`config.mk`:
```
export PLATFORM = sky130hd
export DESIGN_NAME = clsu_mst_flat
export DESIGN_NICKNAME = d
export VERILOG_FILES = /design/src/clsu_pkg.sv /design/src/clsu_if.sv /design/src/clsu_mst.sv /design/src/flat_wrapper.sv
export SDC_FILE = /design/constraint.sdc
export NUM_CORES = 1
export LEC_CHECK = 0
export ABC_AREA = 1
export BUFFER_PORTS_ARGS = -buffer_cell sky130_fd_sc_hd__buf_4
export CAP_MARGIN = 20
export CELL_PAD_IN_SITES_DETAIL_PLACEMENT = 1
export CELL_PAD_IN_SITES_GLOBAL_PLACEMENT = 2
export CORE_MARGIN = 3
export CORE_UTILIZATION = 29
export CTS_CLUSTER_SIZE = 25
export DETAILED_ROUTE_END_ITERATION = 12
export HOLD_SLACK_MARGIN = 0.06
export PLACE_DENSITY = 0.91
export SETUP_SLACK_MARGIN = 0.02
export SLEW_MARGIN = 20
export SYNTH_ARGS = -nofsm -noshare
export SYNTH_HDL_FRONTEND = slang
export SYNTH_SLANG_ARGS = --single-unit
```
`constraint.sdc`:
```
create_clock -name clk -period 4.51 [get_ports clk]
set_input_delay 0.902 -clock clk [delete_from_list [all_inputs] [get_ports clk]]
set_output_delay 0.902 -clock clk [all_outputs]
set_load 0.005 [all_outputs]
```
`src/clsu_pkg.sv`:
```
// package for the coherent line state update block
// shared by the cached master end, the interconnect end and their interface
package clsu_pkg;

  // --------------------------------------------------------------------
  // cache line states
  // --------------------------------------------------------------------
  typedef enum logic [2:0] {
    CLSU_I,
    CLSU_UC,
    CLSU_UD,
    CLSU_SC,
    CLSU_SD
  } clsu_line_e;

  // --------------------------------------------------------------------
  // coherent request kinds on the read address channel
  // --------------------------------------------------------------------
  typedef enum logic [1:0] {
    CLSU_RD_NSD,
    CLSU_RD_SHR,
    CLSU_RD_UNQ,
    CLSU_CL_UNQ
  } clsu_op_e;

  // --------------------------------------------------------------------
  // response code layout
  // --------------------------------------------------------------------
  localparam int          RESP_W          = 2;
  localparam int          RESP_SHARED_BIT = 1;
  localparam int          RESP_DIRTY_BIT  = 0;
  localparam logic [1:0]  RESP_UNQ_CLEAN  = 2'h0;

  // --------------------------------------------------------------------
  // default sizes and timing
  // --------------------------------------------------------------------
  localparam int          DEF_DATA_W      = 64;
  localparam int          DEF_NUM_LINES   = 4;
  localparam int          DEF_RESP_DELAY  = 2;

endpackage : clsu_pkg

```
`src/clsu_if.sv`:
```
// interface joining the cached master and the coherent interconnect
// assumes one clock and a synchronous active-high reset for both ends
`timescale 1ns/1ps
`default_nettype none

interface clsu_if #(
  parameter int DATA_W    = clsu_pkg::DEF_DATA_W,
  parameter int NUM_LINES = clsu_pkg::DEF_NUM_LINES
) (
  input wire logic clk,
  input wire logic rst
);
  localparam int LW = (NUM_LINES > 1) ? $clog2(NUM_LINES) : 1;

  // read address channel
  logic                       ar_valid;
  logic                       ar_ready;
  clsu_pkg::clsu_op_e         ar_op;
  logic [LW-1:0]              ar_line;
  // read response channel
  logic                       r_valid;
  logic [clsu_pkg::RESP_W-1:0] r_resp;
  logic                       r_has_data;
  logic [DATA_W-1:0]          r_data;

  modport mst (
    input  clk, rst, ar_ready, r_valid, r_resp, r_has_data, r_data,
    output ar_valid, ar_op, ar_line
  );

  modport icn (
    input  clk, rst, ar_valid, ar_op, ar_line,
    output ar_ready, r_valid, r_resp, r_has_data, r_data
  );

endinterface : clsu_if

`default_nettype wire

```
`src/clsu_mst.sv`:
```
// cached master end: tracks line states across coherent read requests
// assumes loads, stores and snoops arrive on the same clock as the link
`timescale 1ns/1ps
`default_nettype none

// Operation
// [RQ1] shared response to not-shared-dirty read is clean
// [RQ2] not-shared-dirty read from I: UC, UD, SC
// [RQ3] not-shared-dirty read from valid states per table
// [RQ4] shared read from I: UC, UD, SC, SD
// [RQ5] shared read from valid states per table
// [RQ6] SC with dirty response becomes dirty
// [RQ7] unique read: shared clear, dirty bit reports
// [RQ8] unique read from I: UC or UD
// [RQ9] unique read from valid states per table
// [RQ10] unique read returns data, line held unique
// [RQ11] clean-unique response is shared clear, dirty clear
// [RQ12] clean-unique: no data, others cleaned first
// [RQ13] clean-unique: SC to UC, SD to UD
// [RQ14] clean-unique from I, UC, UD keeps state
// [RQ15] store updates line state separately afterwards; code writes UD in the same update as the response
// [RQ16] loads normally use not-shared-dirty read
// [RQ17] stores to held shared lines use clean-unique
// [RQ18] with snoop filter, unique may be held shared
// [RQ19] without snoop filter, clean may become invalid
// [RQ20] snoop changes applied before the response
// [RQ21] issue only from listed starting states
// [RQ22] response upper bit shared, lower bit dirty
module clsu_mst #(
  parameter int DATA_W    = clsu_pkg::DEF_DATA_W,
  parameter int NUM_LINES = clsu_pkg::DEF_NUM_LINES
) (
  // link
  clsu_if.mst                      lnk,
  // load and store commands
  input  wire logic                cmd_valid,
  input  wire logic                cmd_store,
  input  wire logic [((NUM_LINES > 1) ? $clog2(NUM_LINES) : 1)-1:0] cmd_line,
  output logic                     cmd_ready,
  // snoop actions on a line
  input  wire logic                snp_valid,
  input  wire logic                snp_inval,
  input  wire logic [((NUM_LINES > 1) ? $clog2(NUM_LINES) : 1)-1:0] snp_line,
  // policy
  input  wire logic                cfg_snoop_filter,
  input  wire logic                cfg_keep_shared,
  input  wire logic                cfg_drop_clean,
  input  wire logic                cfg_allow_sd,
  // completion
  output logic                     done,
  output logic                     resp_err,
  output clsu_pkg::clsu_line_e     done_state,
  output logic [DATA_W-1:0]        done_data
);
  localparam int LW = (NUM_LINES > 1) ? $clog2(NUM_LINES) : 1;

  typedef enum logic [1:0] {
    CLSU_M_IDLE,
    CLSU_M_ADDR,
    CLSU_M_RESP
  } clsu_mst_e;

  typedef struct packed {
    clsu_mst_e                                   st;
    clsu_pkg::clsu_line_e [NUM_LINES-1:0]        lines;
    logic                                        ar_valid;
    clsu_pkg::clsu_op_e                          ar_op;
    logic [LW-1:0]                               ar_line;
    logic                                        is_store;
    logic                                        cmd_ready;
    logic                                        done;
    logic                                        resp_err;
    clsu_pkg::clsu_line_e                        done_state;
    logic [DATA_W-1:0]                           done_data;
  } clsu_mst_s;

  clsu_mst_s            q;
  clsu_mst_s            d;
  clsu_pkg::clsu_line_e cur;
  clsu_pkg::clsu_line_e nxt;

  // ----------------------------------------------------------------------
  // response legality per request and starting state
  // ----------------------------------------------------------------------
  function automatic logic resp_legal(input clsu_pkg::clsu_op_e op,
                                      input clsu_pkg::clsu_line_e st,
                                      input logic [1:0] rsp);
    logic shr;
    logic drt;
    logic ok;
    // [RQ22] decode response bits
    shr = rsp[clsu_pkg::RESP_SHARED_BIT];
    drt = rsp[clsu_pkg::RESP_DIRTY_BIT];
    ok  = 1'b1;
    case (op)
      // [RQ1] shared plus dirty refused
      clsu_pkg::CLSU_RD_NSD: ok = ~(shr & drt);
      clsu_pkg::CLSU_RD_SHR: ok = 1'b1;
      // [RQ7] shared refused
      clsu_pkg::CLSU_RD_UNQ: ok = ~shr;
      // [RQ11] only clean unique
      default:               ok = (rsp == clsu_pkg::RESP_UNQ_CLEAN);
    endcase
    if (st == clsu_pkg::CLSU_UC || st == clsu_pkg::CLSU_UD) begin
      ok = ok & (rsp == clsu_pkg::RESP_UNQ_CLEAN);
    end
    if (st == clsu_pkg::CLSU_SD) begin
      ok = ok & ~drt;
    end
    return ok;
  endfunction : resp_legal

  // ----------------------------------------------------------------------
  // expected end state
  // ----------------------------------------------------------------------
  function automatic clsu_pkg::clsu_line_e end_state(input clsu_pkg::clsu_op_e op,
                                                     input clsu_pkg::clsu_line_e st,
                                                     input logic [1:0] rsp);
    logic shr;
    logic drt;
    clsu_pkg::clsu_line_e es;
    shr = rsp[clsu_pkg::RESP_SHARED_BIT];
    // [RQ6] passed dirt or held dirt stays dirty
    drt = rsp[clsu_pkg::RESP_DIRTY_BIT] | (st == clsu_pkg::CLSU_UD) | (st == clsu_pkg::CLSU_SD);
    // [RQ2] [RQ3] [RQ4] [RQ5] [RQ8] [RQ9] [RQ13] shared/dirty select
    if (shr) begin
      es = drt ? clsu_pkg::CLSU_SD : clsu_pkg::CLSU_SC;
    end else begin
      es = drt ? clsu_pkg::CLSU_UD : clsu_pkg::CLSU_UC;
    end
    // [RQ14] clean-unique from invalid stays invalid
    if (op == clsu_pkg::CLSU_CL_UNQ && st == clsu_pkg::CLSU_I) begin
      es = clsu_pkg::CLSU_I;
    end
    return es;
  endfunction : end_state

  // ----------------------------------------------------------------------
  // permitted alternative holding for load results
  // ----------------------------------------------------------------------
  function automatic clsu_pkg::clsu_line_e relax(input clsu_pkg::clsu_line_e es,
                                                 input logic sf,
                                                 input logic keep_shr,
                                                 input logic drop);
    clsu_pkg::clsu_line_e r;
    r = es;
    // [RQ18] unique held as shared
    if (keep_shr) begin
      if (r == clsu_pkg::CLSU_UC) r = clsu_pkg::CLSU_SC;
      if (r == clsu_pkg::CLSU_UD) r = clsu_pkg::CLSU_SD;
    end
    // [RQ19] clean dropped without filter
    if (drop && !sf && (r == clsu_pkg::CLSU_UC || r == clsu_pkg::CLSU_SC)) begin
      r = clsu_pkg::CLSU_I;
    end
    return r;
  endfunction : relax

  // ----------------------------------------------------------------------
  // command, issue and response handling
  // ----------------------------------------------------------------------
  always_comb begin
    d          = q;
    d.done     = 1'b0;
    d.resp_err = 1'b0;
    nxt        = clsu_pkg::CLSU_I;
    // [RQ20] snoop applied first
    if (snp_valid) begin
      if (snp_inval) begin
        d.lines[snp_line] = clsu_pkg::CLSU_I;
      end else if (q.lines[snp_line] == clsu_pkg::CLSU_UC) begin
        d.lines[snp_line] = clsu_pkg::CLSU_SC;
      end else if (q.lines[snp_line] == clsu_pkg::CLSU_UD) begin
        d.lines[snp_line] = clsu_pkg::CLSU_SD;
      end
    end
    cur = d.lines[(q.st == CLSU_M_IDLE) ? cmd_line : q.ar_line];
    case (q.st)
      CLSU_M_IDLE: begin
        if (cmd_valid && q.cmd_ready) begin
          d.is_store = cmd_store;
          d.ar_line  = cmd_line;
          if (cmd_store && (cur == clsu_pkg::CLSU_UC || cur == clsu_pkg::CLSU_UD)) begin
            // [RQ15] local store on unique line
            d.lines[cmd_line] = clsu_pkg::CLSU_UD;
            d.done            = 1'b1;
            d.done_state      = clsu_pkg::CLSU_UD;
          end else if (!cmd_store && cur != clsu_pkg::CLSU_I) begin
            d.done       = 1'b1;
            d.done_state = cur;
          end else begin
            // [RQ21] only listed start states issue
            if (cmd_store) begin
              // [RQ17] held copy uses clean-unique
              d.ar_op = (cur == clsu_pkg::CLSU_I) ? clsu_pkg::CLSU_RD_UNQ
                                                  : clsu_pkg::CLSU_CL_UNQ;
            end else begin
              // [RQ16] loads prefer not-shared-dirty
              d.ar_op = cfg_allow_sd ? clsu_pkg::CLSU_RD_SHR : clsu_pkg::CLSU_RD_NSD;
            end
            d.ar_valid  = 1'b1;
            d.cmd_ready = 1'b0;
            d.st        = CLSU_M_ADDR;
          end
        end
      end
      CLSU_M_ADDR: begin
        if (lnk.ar_ready) begin
          d.ar_valid = 1'b0;
          d.st       = CLSU_M_RESP;
        end
      end
      CLSU_M_RESP: begin
        if (lnk.r_valid) begin
          if (lnk.r_has_data) begin
            d.done_data = lnk.r_data;
          end
          if (!resp_legal(q.ar_op, cur, lnk.r_resp)) begin
            d.resp_err   = 1'b1;
            d.done       = 1'b1;
            d.done_state = cur;
            d.cmd_ready  = 1'b1;
            d.st         = CLSU_M_IDLE;
          end else begin
            nxt = end_state(q.ar_op, cur, lnk.r_resp);
            if (!q.is_store) begin
              nxt = relax(nxt, cfg_snoop_filter, cfg_keep_shared & cfg_snoop_filter,
                          cfg_drop_clean);
            end
            if (q.is_store && nxt == clsu_pkg::CLSU_I) begin
              // line lost under clean-unique: fetch it with a unique read
              d.lines[q.ar_line] = nxt;
              d.ar_op            = clsu_pkg::CLSU_RD_UNQ;
              d.ar_valid         = 1'b1;
              d.st               = CLSU_M_ADDR;
            end else begin
              // [RQ10] [RQ15] store lands atomically once unique
              if (q.is_store) begin
                nxt = clsu_pkg::CLSU_UD;
              end
              d.lines[q.ar_line] = nxt;
              d.done             = 1'b1;
              d.done_state       = nxt;
              d.cmd_ready        = 1'b1;
              d.st               = CLSU_M_IDLE;
            end
          end
        end
      end
      default: begin
        d.st        = CLSU_M_IDLE;
        d.cmd_ready = 1'b1;
        d.ar_valid  = 1'b0;
      end
    endcase
  end

  always_ff @(posedge lnk.clk) begin
    if (lnk.rst) begin
      q           <= '0;
      q.st        <= CLSU_M_IDLE;
      q.cmd_ready <= 1'b1;
    end else begin
      q <= d;
    end
  end

  // ----------------------------------------------------------------------
  // outputs
  // ----------------------------------------------------------------------
  assign lnk.ar_valid = q.ar_valid;
  assign lnk.ar_op    = q.ar_op;
  assign lnk.ar_line  = q.ar_line;
  assign cmd_ready    = q.cmd_ready;
  assign done         = q.done;
  assign resp_err     = q.resp_err;
  assign done_state   = q.done_state;
  assign done_data    = q.done_data;

endmodule : clsu_mst

`default_nettype wire

```
`src/flat_wrapper.sv`:
```
// flat-port wrapper written by rule: the top's interface ports become plain ports
module clsu_mst_flat 
#(
  parameter int DATA_W    = clsu_pkg::DEF_DATA_W,
  parameter int NUM_LINES = clsu_pkg::DEF_NUM_LINES
)
  (cmd_valid, cmd_store, cmd_line, cmd_ready, snp_valid, snp_inval, snp_line, cfg_snoop_filter, cfg_keep_shared, cfg_drop_clean, cfg_allow_sd, done, resp_err, done_state, done_data, clk, rst, lnk_ar_ready, lnk_r_valid, lnk_r_resp, lnk_r_has_data, lnk_r_data, lnk_ar_valid, lnk_ar_op, lnk_ar_line);
  clsu_if #(.DATA_W(DATA_W), .NUM_LINES(NUM_LINES)) lnk_i (.clk(clk), .rst(rst));
  input  wire logic cmd_valid;
  input  wire logic cmd_store;
  input  wire logic [((NUM_LINES > 1) ? $clog2(NUM_LINES) : 1)-1:0] cmd_line;
  output logic cmd_ready;
  input  wire logic snp_valid;
  input  wire logic snp_inval;
  input  wire logic [((NUM_LINES > 1) ? $clog2(NUM_LINES) : 1)-1:0] snp_line;
  input  wire logic cfg_snoop_filter;
  input  wire logic cfg_keep_shared;
  input  wire logic cfg_drop_clean;
  input  wire logic cfg_allow_sd;
  output logic done;
  output logic resp_err;
  output clsu_pkg::clsu_line_e done_state;
  output logic [DATA_W-1:0] done_data;
  input wire logic clk;
  input wire logic rst;
  input wire logic [$bits(lnk_i.ar_ready)-1:0] lnk_ar_ready;
  input wire logic [$bits(lnk_i.r_valid)-1:0] lnk_r_valid;
  input wire logic [$bits(lnk_i.r_resp)-1:0] lnk_r_resp;
  input wire logic [$bits(lnk_i.r_has_data)-1:0] lnk_r_has_data;
  input wire logic [$bits(lnk_i.r_data)-1:0] lnk_r_data;
  output wire logic [$bits(lnk_i.ar_valid)-1:0] lnk_ar_valid;
  output wire logic [$bits(lnk_i.ar_op)-1:0] lnk_ar_op;
  output wire logic [$bits(lnk_i.ar_line)-1:0] lnk_ar_line;
  assign lnk_i.ar_ready = lnk_ar_ready;
  assign lnk_i.r_valid = lnk_r_valid;
  assign lnk_i.r_resp = lnk_r_resp;
  assign lnk_i.r_has_data = lnk_r_has_data;
  assign lnk_i.r_data = lnk_r_data;
  assign lnk_ar_valid = lnk_i.ar_valid;
  assign lnk_ar_op = lnk_i.ar_op;
  assign lnk_ar_line = lnk_i.ar_line;
  clsu_mst #(.DATA_W(DATA_W), .NUM_LINES(NUM_LINES)) u_core (.lnk(lnk_i), .cmd_valid(cmd_valid), .cmd_store(cmd_store), .cmd_line(cmd_line), .cmd_ready(cmd_ready), .snp_valid(snp_valid), .snp_inval(snp_inval), .snp_line(snp_line), .cfg_snoop_filter(cfg_snoop_filter), .cfg_keep_shared(cfg_keep_shared), .cfg_drop_clean(cfg_drop_clean), .cfg_allow_sd(cfg_allow_sd), .done(done), .resp_err(resp_err), .done_state(done_state), .done_data(done_data));
endmodule
```
==> impl_summary.log <==
INFO  metric hold-worst-slack = 0.483 ns
INFO  metric synth_sequential_area_ratio = 34.3%
INFO  metric cells_along_the_critical_path = buf_4 > nor2_1 > nand2_1 > nand2_2 > nor2_8 > nand3_4 > nor2_1 > nor2_1 > nand2_1 > nand2_1 > nand3_1 > nand3_1 > nand2_2 > nand3_1 > nand3_2 > ha_1 > nand2_1 > nand4_2 > nand2_1 > nand3_2 > nand2_2 > nand2_1 > nand2_1 > nor2_1
INFO  metric synth_area_per_cell = 6.65 sq um
INFO  metric critPathRequiredTime = 4.76 ns
INFO  metric timing.final.setup_violations = 0
INFO  metric ir_drop = 0.000208 V
INFO  metric postSynthNetCount = 874
INFO  metric synth.distinct_cells = 40
INFO  metric design.die.area = 0.0198 sq mm
INFO  metric arrival_worst_endpoint = 3.99 ns
INFO  metric worst_path_max_fanout = 14
INFO  metric cpMostUsedCell = sky130_fd_sc_hd__nand2_1
INFO  metric cts_made_buffers = 9
INFO  metric routabilityCongestion = 0.835
INFO  metric ios = 158
INFO  metric clk_latency = 0.35 ns
INFO  metric maximum_number_of_pins_on_one_net_before_global_route_repair = 68
INFO  metric cellLeakagePower = 2.89 nW
INFO  metric grt_pass1_vias = 5,219
INFO  metric min_path_type = flip-flop to flip-flop
INFO  metric globalRouteOverflowTotal = 0
INFO  metric final_antenna_net_count = 0
INFO  metric r2r_end = u_core.done_state[0]
INFO  metric power-per-cell-area = 470 mW/mm^2
INFO  metric via_per_inst = 4.68
INFO  metric timing.hold.worst_endpoint = u_core.done_data[18]
INFO  metric cts-hold-fix-buffers = 0
INFO  metric global_route_wire_length_before_repair = 26,600 microns
INFO  metric fmax = 267 MHz
INFO  metric setup_clock_skew_after_layout = 0.00726 ns
INFO  metric clk_root_buffer_cell = sky130_fd_sc_hd__clkbuf_16
INFO  metric die_height = 141 microns
INFO  metric drv_slew = 0
INFO  metric area.growth.synth_to_final = 21.1%
INFO  metric worst_path_largest_cell_delay = 0.37 ns
INFO  metric floorplan.initialDensity = 29.9%
INFO  metric synth_area = 0.00525 sq mm
INFO  metric filler_cell_count = 2,317
INFO  metric vias = 5,112
INFO  metric cp-start-kind = primary input
INFO  metric initial_drt_markers = 146
INFO  metric drtPass1Iterations = 4
INFO  metric status = completed
INFO  metric unrepaired_setup_endpoints_after_global_routing = false
INFO  metric timing.final.hold_violations = 0
INFO  metric timing.reg2reg.setup_slack = 1.22 ns
INFO  metric worst_slew_pin_slew = 0.649 ns
INFO  metric groute.usage.overall = 16.5%
INFO  metric cpMaxStageDelayCell = sky130_fd_sc_hd__nor2_1
INFO  metric postRouteWirelength = 16,200 microns
INFO  metric endpoint_kind = flip-flop
INFO  metric clk_pin_slew = 0.07 ns
INFO  metric layout-drive-gt1-share = 26.0%
INFO  metric wl_per_cell = 14.8 microns
INFO  metric hold_start = u_core.done_data[18]
INFO  metric relSlewSlack = 56.7%
INFO  metric syn_inst = 790
INFO  metric io_buffers = 157
INFO  metric number_of_antenna_violations_at_the_first_check_in_global_routing = 0
INFO  metric design.core.area = 0.0175 sq mm
INFO  metric floorplan.die.width = 141 microns
INFO  metric detail_route.drc_violations = 0
INFO  metric critPathKind = primary input to flip-flop
INFO  metric antennaDiodeCount = 0
INFO  metric cts.sink_count = 90
INFO  metric rr_worst_depth = 18
INFO  metric layout_min_cycle_time = 3.74 ns
INFO  metric cts_tree = built
INFO  metric std_cell_rows = 48
INFO  metric postCtsSetupBuffers = 0
INFO  metric ys.warnings.count = 0
INFO  metric layout_worst_path_cycle_share = 82.9%
INFO  metric htree_num_levels = 3
INFO  metric worstReg2RegStart = u_core.lnk.ar_line[0]
INFO  metric tns = 0 ns
INFO  metric final_net_count = 948
INFO  metric cts-root-to-sink-buffers = 2
INFO  metric postSynthRegisterBits = 90
INFO  metric cts.repair.resized = 0
INFO  metric min_delay_path_depth = 2
INFO  metric max_cap_violations = 0
INFO  metric hpwl = 12,600 microns
[logic make-up (layout without fill, tap and decap cells)]
group                      count (synthesis)  after routing  share of synthesized area [%]
and+or+nand+nor                          391            391                           33.3
buffers and inverters                    169            247                           17.6
AOI/OAI and AO/OA                        139            139                           14.5
DFF                                       90             90                           34.3
adders and majority gates                  1              1                          0.238
[metal layers]
metal  part of all wire [%]  global-route usage [%]
met4                    2.6                    5.97
met3                    8.2                    5.87
met5                      0                       0
met1                     43                    20.2
met2                     46                    26.8
[area by class of cell]
class                      instances  area (sq um)  share of cell area, %
multi-input combinational        531          2520                   39.7
sequential                        90          1800                   28.3
timing repair buffer             161          1210                   19.0
tap                              225           282                   4.43
inverter                          71           267                   4.19
clock buffer                       9           225                   3.54
clock inverter                     6          51.3                  0.807
[cell usage after synthesis]
cell type	number	area [sq um]
sky130_fd_sc_hd__a21oi_2	5	43.8
sky130_fd_sc_hd__buf_2	4	20.0
sky130_fd_sc_hd__o21ai_1	12	60.1
sky130_fd_sc_hd__o211ai_1	3	22.5
sky130_fd_sc_hd__o21bai_1	2	15.0
sky130_fd_sc_hd__nand3_2	8	80.1
sky130_fd_sc_hd__nand2_1	133	499
sky130_fd_sc_hd__a211oi_1	1	7.51
sky130_fd_sc_hd__dfxtp_1	90	1800
sky130_fd_sc_hd__nand3b_1	1	7.51
sky130_fd_sc_hd__o32ai_1	1	8.76
sky130_fd_sc_hd__ha_1	1	12.5
sky130_fd_sc_hd__o21a_1	2	15.0
sky130_fd_sc_hd__a21boi_0	2	15.0
sky130_fd_sc_hd__buf_1	2	7.51
sky130_fd_sc_hd__nor2_8	1	20.0
sky130_fd_sc_hd__o31ai_1	2	15.0
sky130_fd_sc_hd__nand2_2	9	56.3
sky130_fd_sc_hd__inv_2	11	41.3
sky130_fd_sc_hd__nor2_1	173	649
sky130_fd_sc_hd__nand4_4	1	21.3
sky130_fd_sc_hd__o21ai_2	1	8.76
sky130_fd_sc_hd__buf_8	1	15.0
sky130_fd_sc_hd__o21ai_0	77	385
sky130_fd_sc_hd__nand4_1	11	68.8
sky130_fd_sc_hd__clkinv_1	1	3.75
sky130_fd_sc_hd__clkbuf_1	19	71.3
sky130_fd_sc_hd__nor3_1	4	20.0
sky130_fd_sc_hd__buf_4	71	533
sky130_fd_sc_hd__nor3_4	1	16.3
sky130_fd_sc_hd__nand3_1	36	180
sky130_fd_sc_hd__inv_1	59	221
sky130_fd_sc_hd__nand3_4	3	52.6
sky130_fd_sc_hd__nor2_2	7	43.8
sky130_fd_sc_hd__a31oi_1	5	31.3
sky130_fd_sc_hd__nand4_2	1	12.5
sky130_fd_sc_hd__nor2_4	2	22.5
sky130_fd_sc_hd__buf_6	1	11.3
sky130_fd_sc_hd__o221ai_1	1	8.76
sky130_fd_sc_hd__a21oi_1	25	125
[through the flow]
stage,std cells,util [%],setup WS [ns],power [mW],instance area (sq um)
after floorplan,790,-,1.19,1.97,5250
after global routing,1093,36.3,0.420,3.25,6360
final,1093,36.3,0.770,2.99,6360
after detailed placement,1078,34.7,0.391,2.30,6080
after CTS,1093,36.3,0.763,3.03,6360
after global placement,1078,34.7,0.440,2.28,6080
[how the worst max path moves through the flow]
stage	start	end	slack (ns)	cells past startpoint
3_5_place_dp	snp_line[0]	u_core.done_state[0]	0.39	24
4_1_cts	snp_line[0]	u_core.done_state[0]	0.76	24
5_1_grt	snp_line[0]	u_core.done_state[0]	0.42	24
3_3_place_gp	snp_line[0]	u_core.done_state[0]	0.44	24
6_report	snp_line[0]	u_core.done_state[0]	0.77	24
2_1_floorplan	snp_line[1]	u_core.done_state[0]	1.19	22
[state kept, by name, summed over array words and instances, names as in the netlist]
| register | cells |
|---|---|
| u_core.done_data | 64 |
| u_core.q | 15 |
| u_core.resp_err | 1 |
| u_core.done_state | 3 |
| u_core.done | 1 |
| u_core.lnk.ar_op | 2 |
| u_core.cmd_ready | 1 |
| u_core.lnk.ar_line | 2 |
| u_core.lnk.ar_valid | 1 |
[worst max-delay path, delay by kind of cell]
family | cells | cell delay, ns
adder cells (fa/ha/maj) | 1 | 0.33
AND/OR/NAND/NOR | 22 | 2.59
buffers and inverters | 1 | 0.16
[cell usage in the layout (no fill, tap or decap), drive strengths merged, types with 3 or more instances in the layout]
master    synthesis  routed
nand3            47      47
nor3              5       5
a21oi            30      30
clkinvlp          0       3
inv              70      71
nand2           142     142
nor2            183     183
clkinv            1       3
a31oi             5       5
dfxtp            90      90
nand4            13      13
o211ai            3       3
buf              79     161
clkbuf           19       9
o21ai            90      90
[where the power goes]
group	internal, mW	switching (mW)	leakage, nW	total [mW]
clock network	0.378	0.348	0.126	0.725
logic	0.468	0.794	2.03	1.26
registers	0.915	0.0882	0.730	1.00
(Power assumes the default switching activity.)
